===== src/hw/drp_pkg.sv =====
`default_nettype none
package drp_pkg;

	// ==========================================================
	// Operating and clocking modes.
	typedef enum logic [2:0] {
		DRP_OP_ROM = 3'h1,
		DRP_OP_DUAL = 3'h2,
		DRP_OP_TRUE_TWO_PORT = 3'h4
	} drp_op_mode_t;

	typedef enum logic [3:0] {
		DRP_CLK_SINGLE = 4'h1,
		DRP_CLK_IN_OUT = 4'h2,
		DRP_CLK_INDEP = 4'h4,
		DRP_CLK_RD_WR = 4'h8
	} drp_clk_mode_t;

	// ==========================================================
	// Reset values and defaults.
	localparam logic DRP_ADDR_RST_BIT = 1'b0;
	localparam logic DRP_RDEN_RST = 1'b0;
	localparam logic DRP_Q_RST_BIT = 1'b0;
	localparam logic DRP_RDEN_TIED = 1'b1;
	localparam int DRP_ADDR_W = 8;
	localparam int DRP_DATA_W = 8;
	localparam int DRP_ROM_MULT = 37;

	// ==========================================================
	// Selects the enable that governs one register group.
	function automatic logic drp_port_en(
		input drp_clk_mode_t m,
		input logic port_b,
		input logic out_side,
		input logic in_ce,
		input logic out_ce,
		input logic ce_b
	);
		case (m)
			DRP_CLK_SINGLE: drp_port_en = in_ce;
			DRP_CLK_IN_OUT: drp_port_en = out_side ? out_ce : in_ce;
			DRP_CLK_INDEP: drp_port_en = port_b ? ce_b : in_ce;
			DRP_CLK_RD_WR: drp_port_en = out_ce;
			default: drp_port_en = 1'b0;
		endcase
	endfunction : drp_port_en

endpackage : drp_pkg
`default_nettype wire


===== src/hw/drp_areg.sv =====
`timescale 1ns/1ps
`default_nettype none
module drp_areg #(
	parameter int AW = drp_pkg::DRP_ADDR_W,
	parameter bit CLR_EN = 1'b1
) (
	input wire logic sys_clk_i,
	input wire logic rst_n_i,
	input wire logic aclr_i,
	input wire logic en_i,
	input wire logic stall_i,
	input wire logic rden_i,
	input wire logic [AW-1:0] addr_i,
	output logic [AW-1:0] addr_o,
	output logic rden_o
);
	typedef struct packed {
		logic [AW-1:0] addr;
		logic rden;
	} drp_ast_t;

	localparam drp_ast_t RST_ST = '{addr: {AW{drp_pkg::DRP_ADDR_RST_BIT}},
		rden: drp_pkg::DRP_RDEN_RST};

	drp_ast_t st_r;
	drp_ast_t st_nxt;

	// ==========================================================
	// Address and read enable capture; stall holds only the address.
	always_comb begin
		st_nxt = st_r;
		if (en_i) begin
			if (!stall_i) begin
				st_nxt.addr = addr_i;
			end
			st_nxt.rden = rden_i;
		end
	end

	generate
		if (CLR_EN) begin : g_clr
			always_ff @(posedge sys_clk_i or posedge aclr_i) begin
				if (aclr_i) begin
					st_r <= RST_ST;
				end else if (!rst_n_i) begin
					st_r <= RST_ST;
				end else begin
					st_r <= st_nxt;
				end
			end
		end else begin : g_noclr
			always_ff @(posedge sys_clk_i) begin
				if (!rst_n_i) begin
					st_r <= RST_ST;
				end else begin
					st_r <= st_nxt;
				end
			end
		end
	endgenerate

	assign addr_o = st_r.addr;
	assign rden_o = st_r.rden;
endmodule : drp_areg
`default_nettype wire


===== src/hw/drp_qreg.sv =====
`timescale 1ns/1ps
`default_nettype none
module drp_qreg #(
	parameter int DW = drp_pkg::DRP_DATA_W,
	parameter bit CLR_EN = 1'b1
) (
	input wire logic sys_clk_i,
	input wire logic rst_n_i,
	input wire logic aclr_i,
	input wire logic en_i,
	input wire logic rden_i,
	input wire logic [DW-1:0] word_i,
	output logic [DW-1:0] q_o
);
	typedef struct packed {
		logic [DW-1:0] q;
	} drp_qst_t;

	localparam drp_qst_t RST_ST = '{q: {DW{drp_pkg::DRP_Q_RST_BIT}}};

	drp_qst_t st_r;
	drp_qst_t st_nxt;

	// ==========================================================
	// Output word register, loaded only on an enabled read.
	always_comb begin
		st_nxt = st_r;
		if (en_i && rden_i) begin
			st_nxt.q = word_i;
		end
	end

	generate
		if (CLR_EN) begin : g_clr
			always_ff @(posedge sys_clk_i or posedge aclr_i) begin
				if (aclr_i) begin
					st_r <= RST_ST;
				end else if (!rst_n_i) begin
					st_r <= RST_ST;
				end else begin
					st_r <= st_nxt;
				end
			end
		end else begin : g_noclr
			always_ff @(posedge sys_clk_i) begin
				if (!rst_n_i) begin
					st_r <= RST_ST;
				end else begin
					st_r <= st_nxt;
				end
			end
		end
	endgenerate

	assign q_o = st_r.q;
endmodule : drp_qreg
`default_nettype wire


===== src/hw/drp_rom_top.sv =====
// Function
// - Port A address input is always present and driven in every mode.
// - Port B address and data output exist in dual and true two-port modes.
// - Each port has an optional read enable qualifying reads at its address.
// - While a port's stall is high its captured address is held.
// - Single clock mode: one clock and enable govern every register.
// - Input/output mode: input enable governs addresses, output enable the data.
// - Independent mode: port A clock governs all port A registers.
// - Read/write mode: read side governs read address, read enable and data.
// - Clock enables gate their registers; no update while deasserted.
// - Asynchronous clear resets registered ports without waiting for a clock edge.
// - Asynchronous clear effect is selectable for each registered port.
// - Each data output is as wide as that port's data word.
// - Port A data output is present in single, true two-port and ROM modes.
// - The dual-port version adds a second read address input.
// - Independent mode: port B has its own registers and clock enable.
`timescale 1ns/1ps
`default_nettype none
module drp_rom_top #(
	parameter int AW = drp_pkg::DRP_ADDR_W,
	parameter int DW = drp_pkg::DRP_DATA_W,
	parameter drp_pkg::drp_clk_mode_t CLK_MODE = drp_pkg::DRP_CLK_SINGLE,
	parameter drp_pkg::drp_op_mode_t OP_MODE = drp_pkg::DRP_OP_TRUE_TWO_PORT,
	parameter bit USE_RDEN_A = 1'b1,
	parameter bit USE_RDEN_B = 1'b1,
	parameter bit CLR_ADDR_A = 1'b1,
	parameter bit CLR_ADDR_B = 1'b1,
	parameter bit CLR_Q_A = 1'b1,
	parameter bit CLR_Q_B = 1'b1,
	parameter logic [DW-1:0] INIT_SEED = 8'h5a
) (
	input wire logic sys_clk_i,
	input wire logic rst_n_i,
	input wire logic aclr_i,
	input wire logic [AW-1:0] addr_a_i,
	input wire logic rden_a_i,
	input wire logic addr_stall_a_i,
	input wire logic [AW-1:0] addr_b_i,
	input wire logic rden_b_i,
	input wire logic addr_stall_b_i,
	input wire logic in_clk_en_i,
	input wire logic out_clk_en_i,
	input wire logic clk_en_b_i,
	output logic [DW-1:0] q_a_o,
	output logic [DW-1:0] q_b_o
);
	localparam int DEPTH = 1 << AW;
	localparam bit HAS_B = (OP_MODE != drp_pkg::DRP_OP_ROM);

	// ==========================================================
	// Stored contents, fixed at build time.
	function automatic logic [DW-1:0] rom_init(input int idx);
		int v;
		v = idx * drp_pkg::DRP_ROM_MULT + int'(INIT_SEED);
		rom_init = v[DW-1:0];
	endfunction : rom_init

	logic [DW-1:0] rom_mem [DEPTH];

	genvar gi;
	generate
		for (gi = 0; gi < DEPTH; gi++) begin : g_rom
			assign rom_mem[gi] = rom_init(gi);
		end
	endgenerate

	// ==========================================================
	// Enable selection for each register group.
	logic a_in_en;
	logic a_out_en;
	logic b_in_en;
	logic b_out_en;
	logic rden_a_eff;
	logic rden_b_eff;

	assign a_in_en = drp_pkg::drp_port_en(CLK_MODE, 1'b0, 1'b0,
		in_clk_en_i, out_clk_en_i, clk_en_b_i);
	assign a_out_en = drp_pkg::drp_port_en(CLK_MODE, 1'b0, 1'b1,
		in_clk_en_i, out_clk_en_i, clk_en_b_i);
	assign b_in_en = HAS_B && drp_pkg::drp_port_en(CLK_MODE, 1'b1, 1'b0,
		in_clk_en_i, out_clk_en_i, clk_en_b_i);
	assign b_out_en = HAS_B && drp_pkg::drp_port_en(CLK_MODE, 1'b1, 1'b1,
		in_clk_en_i, out_clk_en_i, clk_en_b_i);
	assign rden_a_eff = USE_RDEN_A ? rden_a_i : drp_pkg::DRP_RDEN_TIED;
	assign rden_b_eff = USE_RDEN_B ? rden_b_i : drp_pkg::DRP_RDEN_TIED;

	// ==========================================================
	// Port A registers.
	logic [AW-1:0] a_addr;
	logic a_rden_r;
	logic [DW-1:0] a_word;
	logic [AW-1:0] b_addr;
	logic b_rden_r;
	logic [DW-1:0] b_word;

	drp_areg #(.AW(AW), .CLR_EN(CLR_ADDR_A)) u_areg_a (
		.sys_clk_i(sys_clk_i),
		.rst_n_i(rst_n_i),
		.aclr_i(aclr_i),
		.en_i(a_in_en),
		.stall_i(addr_stall_a_i),
		.rden_i(rden_a_eff),
		.addr_i(addr_a_i),
		.addr_o(a_addr),
		.rden_o(a_rden_r)
	);

	assign a_word = rom_mem[a_addr];

	drp_qreg #(.DW(DW), .CLR_EN(CLR_Q_A)) u_qreg_a (
		.sys_clk_i(sys_clk_i),
		.rst_n_i(rst_n_i),
		.aclr_i(aclr_i),
		.en_i(a_out_en),
		.rden_i(a_rden_r),
		.word_i(a_word),
		.q_o(q_a_o)
	);

	// ==========================================================
	// Port B registers, a second read address into the same contents.
	drp_areg #(.AW(AW), .CLR_EN(CLR_ADDR_B)) u_areg_b (
		.sys_clk_i(sys_clk_i),
		.rst_n_i(rst_n_i),
		.aclr_i(aclr_i),
		.en_i(b_in_en),
		.stall_i(addr_stall_b_i),
		.rden_i(rden_b_eff),
		.addr_i(addr_b_i),
		.addr_o(b_addr),
		.rden_o(b_rden_r)
	);

	assign b_word = rom_mem[b_addr];

	drp_qreg #(.DW(DW), .CLR_EN(CLR_Q_B)) u_qreg_b (
		.sys_clk_i(sys_clk_i),
		.rst_n_i(rst_n_i),
		.aclr_i(aclr_i),
		.en_i(b_out_en),
		.rden_i(b_rden_r),
		.word_i(b_word),
		.q_o(q_b_o)
	);

	// ==========================================================
	// Helper state that masks checks after any reset or clear.
	typedef struct packed {
		logic [1:0] quiet;
	} drp_hst_t;

	drp_hst_t hs_r;
	drp_hst_t hs_nxt;
	logic chk_off;

	always_comb begin
		hs_nxt = hs_r;
		hs_nxt.quiet = {hs_r.quiet[0], (!rst_n_i || aclr_i)};
	end

	always_ff @(posedge sys_clk_i) begin
		hs_r <= hs_nxt;
	end

	assign chk_off = !rst_n_i || aclr_i || (|hs_r.quiet);

	generate
		if (CLK_MODE == drp_pkg::DRP_CLK_SINGLE) begin : g_chk_single

		end
		if (CLK_MODE == drp_pkg::DRP_CLK_IN_OUT) begin : g_chk_inout

		end
		if (CLK_MODE == drp_pkg::DRP_CLK_INDEP) begin : g_chk_indep

		end
		if (CLK_MODE == drp_pkg::DRP_CLK_RD_WR) begin : g_chk_rdwr

		end
		if (!HAS_B) begin : g_chk_nob

		end
		if (CLR_Q_A) begin : g_chk_clr

		end
		if (HAS_B && CLR_Q_B) begin : g_chk_clr_b

		end
		if (HAS_B && !CLR_Q_B) begin : g_chk_keep_b

		end
	endgenerate
endmodule : drp_rom_top
`default_nettype wire


===== config.mk =====
export PLATFORM = sky130hd
export DESIGN_NAME = drp_rom_top
export DESIGN_NICKNAME = d
export VERILOG_FILES = /design/src/hw/drp_pkg.sv /design/src/hw/drp_areg.sv /design/src/hw/drp_qreg.sv /design/src/hw/drp_rom_top.sv
export SDC_FILE = /design/constraint.sdc
export NUM_CORES = 1
export LEC_CHECK = 0
export ABC_AREA = 1
export ABC_CLOCK_PERIOD_IN_PS = 2400
export BUFFER_PORTS_ARGS = -buffer_cell sky130_fd_sc_hd__buf_2
export CORE_ASPECT_RATIO = 0.8
export CORE_MARGIN = 5
export CORE_UTILIZATION = 53
export DETAILED_ROUTE_END_ITERATION = 8
export PLACE_DENSITY = 0.81
export SETUP_SLACK_MARGIN = 0.4
export SKIP_CTS_REPAIR_TIMING = 1
export SLEW_MARGIN = 20
export SYNTH_ARGS = -nofsm -noshare
export SYNTH_HDL_FRONTEND = slang
export SYNTH_SLANG_ARGS = --single-unit

===== constraint.sdc =====
create_clock -name sys_clk_i -period 2.4 [get_ports sys_clk_i]
set_input_delay 0.36 -clock sys_clk_i [delete_from_list [all_inputs] [get_ports sys_clk_i]]
set_output_delay 0.36 -clock sys_clk_i [all_outputs]
set_load 0.005 [all_outputs]

==> flow_metrics.tcl, run 1 <==
set metrics [dict create \
    outcome "complete, no violations" \
    seq_area_um2 853 \
    fin_crit_sh 0.767 \
    skew_ps 5.22 \
    wl_per_cell_um 14.4 \
    syn_area_um2 3160 \
    final_area_um2 3530 \
    ys_warn_count 0 \
    antenna_left 0 \
    routed_wl_um 8730 \
    leakage_nw 1.84 \
    synth_edf_count 0 \
    dp_slack_ps 386 \
    syn_nets 536 \
    setup_violations 0 \
    path_common_cell "nand2_1" \
    row_count 25 \
    globalRoute.totalOverflow 0 \
    synth_compound_area_frac 0.149 \
    remaining_drc_errors 0 \
    startpoint_type "flip-flop" \
    gp_congestion 0.936 \
    cts_made_buffers 5 \
    synth-adder-area-share 0.0793 \
    endpoint_kind "flip-flop" \
    synthXorXnorAreaFrac 0 \
    cts-root-buf "clkbuf_8" \
    clkSinkCount 34 \
    clk_pin_slew_ps 80 \
    synthTopCellsByArea "dfrtp_1, nand2_1, nand3_1" \
    netlist_instances 490 \
    cts_htree_levels 2 \
    multi_input_area_um2 1970 \
    antenna_found_initial 0 \
    cp_num_buf_inv 2 \
    rsz0062_at_grt "false" \
    grt_pass1_vias 2968 \
    dieArea_um2 7610 \
    ys_ff_latch 34 \
    clkLatencyLatePin_ps 290 \
    ir_drop_uv 365 \
    hold_class "primary input to asynchronous set/reset pin" \
    avgSynthCellArea_um2 6.44 \
    crit_chain "clkinvlp_4, buf_4, ha_1, a21oi_1, a21oi_1, nand2_1, nand3_1, nand2_1, nand2_1, nand3_1, nand2_1" \
    ioPinCount 42 \
    synth-simple-area-share 0.392 \
    finalHoldViolCount 0 \
    drive_gt1_frac 0.169 \
    synth_top_area_frac 0.270 \
    critPathTopFamily "flip-flops" \
    initial_core_util 0.540 \
    grt_pass1_wl_um 14600 \
    path_class "flip-flop to flip-flop" \
    grt_use_total 0.240 \
    setup_tns_ps 0 \
    place_area_um2 3330 \
    drt_iter0_markers 368 \
    async_reset_ff_frac 1.00 \
    ys.flop_type "dfrtp_1" \
    whs_ps 146 \
    grt_max_degree 35 \
    layout.nets 572 \
    power.density_nw_per_um2 541 \
    relSlewSlack 0.318 \
    synth_top_family_by_area "simple AND/OR/NAND/NOR gates" \
    critical-path-max-stage-delay_ps 390 \
    cp_slowest_cell "dfrtp_2" \
    worst_pin_slew_ps 1020 \
    crit_fanout 7 \
    setup_ws_ps 560 \
    arrival_ps 2030 \
    slew_violations 0 \
    syn2layout_area_growth_pct 11.7 \
    cp.required_ps 2590 \
    clockBufferDepth 2 \
    die_x_um 96.3 \
    layoutNonFillerInstCount 608 \
    vias 3449 \
    yosysTopAreaCell "dfrtp_1" \
    numPortBuffers 39 \
    drv_cap 0 \
    placedCellCount 591 \
    n_fill_cell 560 \
    firstDrtPassIters 5 \
    post-dp-hpwl_um 6290 \
    n_antenna_cell 0 \
    period_minus_slack_ps 1840 \
    core_area_um2 5850 \
    muxShareOfSynthArea 0 \
    tritoncts "built" \
    die_h_um 79.0 \
    yosysSeqAreaShare 0.270 \
    vias_per_cell 5.67 \
    synth_cell_types 30 \
    max_freq_ghz 0.543 \
]
worst paths after layout:
check | depth (start not counted) | endpoint | slack, ps | start
setup / recovery | 11 | u_qreg_a.q_o[7] | 560 | u_areg_a.addr_o[1]
hold / removal | 3 | u_qreg_b.q_o[2] | 150 | aclr_i
setup reg to reg | 11 | u_qreg_a.q_o[7] | 560 | u_areg_a.addr_o[1]
hold reg to reg | 2 | u_qreg_a.q_o[4] | 480 | u_qreg_a.q_o[4]
max in group asynchronous | 3 | u_areg_a.addr_o[1] | 1910 | aclr_i
min in group sys_clk_i | 3 | u_areg_b.rden_o | 300 | rden_b_i
synth_stat cells, types with 5 or more instances:
cell type,count
nand3_1,100
ha_1,20
buf_4,5
o31ai_1,5
o21ai_1,9
buf_2,11
inv_1,34
nor2_1,18
o21ai_0,30
nand2_1,154
buf_6,8
a21oi_1,30
dfrtp_1,34
layout make-up:
| type | count | area share |
|---|---|---|
| clock buffer | 5 | 0.0195 |
| clock inverter | 3 | 0.0128 |
| inverter | 38 | 0.0422 |
| multi-input combinational | 389 | 0.559 |
| sequential | 34 | 0.242 |
| tap | 81 | 0.0287 |
| timing repair buffer | 58 | 0.0958 |
through the flow:
stage | total power, mW | util
floorplan | 1.19 | -
global placement | 1.32 | 0.569
detailed placement | 1.32 | 0.569
CTS | 1.87 | 0.588
global route | 2.04 | 0.603
finish | 1.91 | 0.603
cell usage in the layout (no fill, tap or decap), drive strengths merged:
master / instances
nor2: 22
inv: 37
a32o: 3
o22ai: 1
o21a: 1
a21oi: 30
clkinvlp: 3
nand3: 101
ha: 20
buf: 58
o31ai: 6
bufinv: 1
nand2: 158
o211ai: 3
nand3b: 1
or2: 3
clkbuf: 5
o21ai: 40
dfrtp: 34
worst register-to-register path, stage by stage (launching register included):
cell	delay, ps
dfrtp_2	390
clkinvlp_4	170
buf_4	180
ha_1	310
a21oi_1	220
a21oi_1	100
nand2_1	80
nand3_1	60
nand2_1	70
nand2_1	50
nand3_1	60
nand2_1	50
flip-flops by register name (all words and copies together) (netlist names):
name,cells
u_areg_b.addr_o,8
u_qreg_a.q_o,8
u_areg_a.rden_o,1
u_areg_b.rden_o,1
u_qreg_b.q_o,8
u_areg_a.addr_o,8
where the power goes:
part | total [mW] | internal, mW | switching, mW
registers | 0.641 | 0.608 | 0.0334
logic | 0.717 | 0.257 | 0.460
clock network | 0.549 | 0.309 | 0.240
total | 1.91 | 1.17 | 0.733
layer usage:
layer | GRT usage | share of wire
met2 | 0.340 | 0.42
met5 | 0 | 0
met3 | 0.0407 | 0.093
met1 | 0.386 | 0.49
met4 | 0.0270 | 0.0053
cells by family after synthesis:
family,count (synthesis)
buf+inv,67
compound gates,84
simple gates,285
flops,34
fa+ha+maj,20
(Power assumes the default switching activity.)
==> run 2, diff against run 1 <==
--- a/config.mk
+++ b/config.mk
@@ -6,7 +6,7 @@
 export NUM_CORES = 1
 export LEC_CHECK = 0
 export ABC_AREA = 1
-export ABC_CLOCK_PERIOD_IN_PS = 2400
+export ABC_CLOCK_PERIOD_IN_PS = 1900
 export BUFFER_PORTS_ARGS = -buffer_cell sky130_fd_sc_hd__buf_2
 export CORE_ASPECT_RATIO = 0.8
 export CORE_MARGIN = 5
==> constraint.sdc (replaced) <==
create_clock -name sys_clk_i -period 1.9 [get_ports sys_clk_i]
set_input_delay 0.285 -clock sys_clk_i [delete_from_list [all_inputs] [get_ports sys_clk_i]]
set_output_delay 0.285 -clock sys_clk_i [all_outputs]
set_load 0.005 [all_outputs]
==> flow_metrics.tcl, run 2 (synthesized netlist as in run 1, its figures left out) <==
set metrics [dict create \
    outcome "complete, but fails checks" \
    violations "negative hold slack" \
    n_antenna_cell 0 \
    setup.worst_path.start "u_areg_a.addr_o[1]" \
    power.density_nw_per_um2 642 \
    grt_pass1_vias 3013 \
    wl_per_cell_um 14.9 \
    numPortBuffers 39 \
    final_common_cell "nand2_1" \
    cp.required_ps 2080 \
    die_h_um 79.0 \
    path_class "flip-flop to flip-flop" \
    n_fill_cell 541 \
    wl_met3_um 968 \
    tritoncts "built" \
    cts_htree_levels 2 \
    row_count 25 \
    clockBufferDepth 2 \
    grt_pass1_wl_um 14600 \
    startpoint_type "flip-flop" \
    clk_pin_slew_ps 80 \
    grt_max_degree 28 \
    cts-root-buf "clkbuf_8" \
    hold_class "primary input to asynchronous set/reset pin" \
    crit_fanout 8 \
    r2r.worst_path.cells 12 \
    rsz0062_at_grt "true" \
    final_cell_mix "nand2_1, nand3_1, buf_2" \
    routed_wl_um 9190 \
    drive_gt1_frac 0.265 \
    die_x_um 96.3 \
    dieArea_um2 7610 \
    dr.max_layer_used "met4" \
    gp_congestion 0.981 \
    remaining_drc_errors 0 \
    setup_tns_ps 0 \
    vias 3536 \
    relSlewSlack 0.383 \
    layout.nets 581 \
    finalHoldViolCount 9 \
    skew_ps 5.85 \
    arrival_ps 1910 \
    wl_met1_um 4170 \
    grt_use_total 0.246 \
    slew_violations 0 \
    globalRoute.totalOverflow 0 \
    fin_crit_sh 0.907 \
    met2_length_um 3940 \
    reg2reg_slack_ps 180 \
    clkLatencyLatePin_ps 290 \
    endpoint_kind "flip-flop" \
    cts_made_buffers 5 \
    whs_ps -15.3 \
    antenna_found_initial 0 \
    syn2layout_area_growth_pct 20.3 \
    leakage_nw 1.91 \
    core_area_um2 5850 \
    layoutNonFillerInstCount 617 \
    clkSinkCount 34 \
    post-dp-hpwl_um 6660 \
    placedCellCount 593 \
    worst_pin_slew_ps 919 \
    crit_path_end "u_qreg_a.q_o[6]" \
    ir_drop_uv 444 \
    vias_per_cell 5.73 \
    setup_violations 0 \
    max_freq_ghz 0.580 \
    regToRegEndpoint "u_qreg_a.q_o[6]" \
    antenna_left 0 \
    firstDrtPassIters 5 \
    ioPinCount 42 \
    drv_cap 0 \
    period_minus_slack_ps 1720 \
    drt_iter0_markers 323 \
    initial_core_util 0.540 \
    worstReg2RegStart "u_areg_a.addr_o[1]" \
]
## run 2: cell count changes in the layout (fill, tap and decap cells not counted), moves of 5 or more
cell and delta:
buf_4 +6, ha_1 -10, ha_2 +6, inv_1 -5, nand2_1 -13, nand2_2 +9, nand3_1 -6, nand3_2 +5
## run 2: worst min-delay path by stage
stage	startpoint	end	slack (ps)	cells after the start
after floorplan	aclr_i	u_areg_a.addr_o[2]	430	1
after global routing	aclr_i	u_qreg_b.q_o[3]	7	2
after CTS	aclr_i	u_areg_b.addr_o[4]	-3	2
after detailed placement	aclr_i	u_qreg_b.q_o[5]	300	2
after global placement	aclr_i	u_qreg_b.q_o[0]	310	2
final	aclr_i	u_areg_b.addr_o[2]	-20	2
## run 2: worst max-delay path, cell delays in order, from the launching register on
cell      delay (ps)
dfrtp_2          440
clkinv_4         140
ha_4             260
inv_4             70
nand2_4           70
o21ai_2           80
nand2_1           70
o21ai_1           70
nand2_1           60
nand2_1           60
nand2_1           70
a21oi_2          160
o21ai_1           60
## run 2: report_power, final
part | switching [mW] | total [mW] | leakage [nW] | internal, mW
registers | 0.0503 | 0.819 | 0.448 | 0.769
clock network | 0.286 | 0.579 | 0.0482 | 0.293
logic | 0.641 | 1.04 | 1.42 | 0.399
## run 2: layout make-up
class                           count  area, um2  area share
Clock buffer                        7       86.3      0.0227
Tap cell                           81        101      0.0267
Multi-Input combinational cell    389       2150       0.567
Inverter                           38        173      0.0455
Timing Repair Buffer               67        420       0.111
Clock inverter                      1       5.00     0.00132
Sequential cell                    34        857       0.226
## run 2: through the flow
stage	hold slack, ps	total power [mW]	instance area [um2]	util	setup WS, ps
6_report	-15.3	2.44	3800	0.649	176
5_1_grt	6.97	2.60	3800	0.649	66.3
4_1_cts	-2.53	2.30	3500	0.599	153
3_5_place_dp	303	1.72	3410	0.583	164
3_3_place_gp	309	1.71	3410	0.583	193
2_1_floorplan	426	1.54	3230	-	375
## run 2: routing by layer
metal / vias up / GRT usage
met5: - / 0
met4: 0 / 0.0526
met3: 13 / 0.0691
met2: 178 / 0.342
met1: 1622 / 0.373
li1: 1723 / -
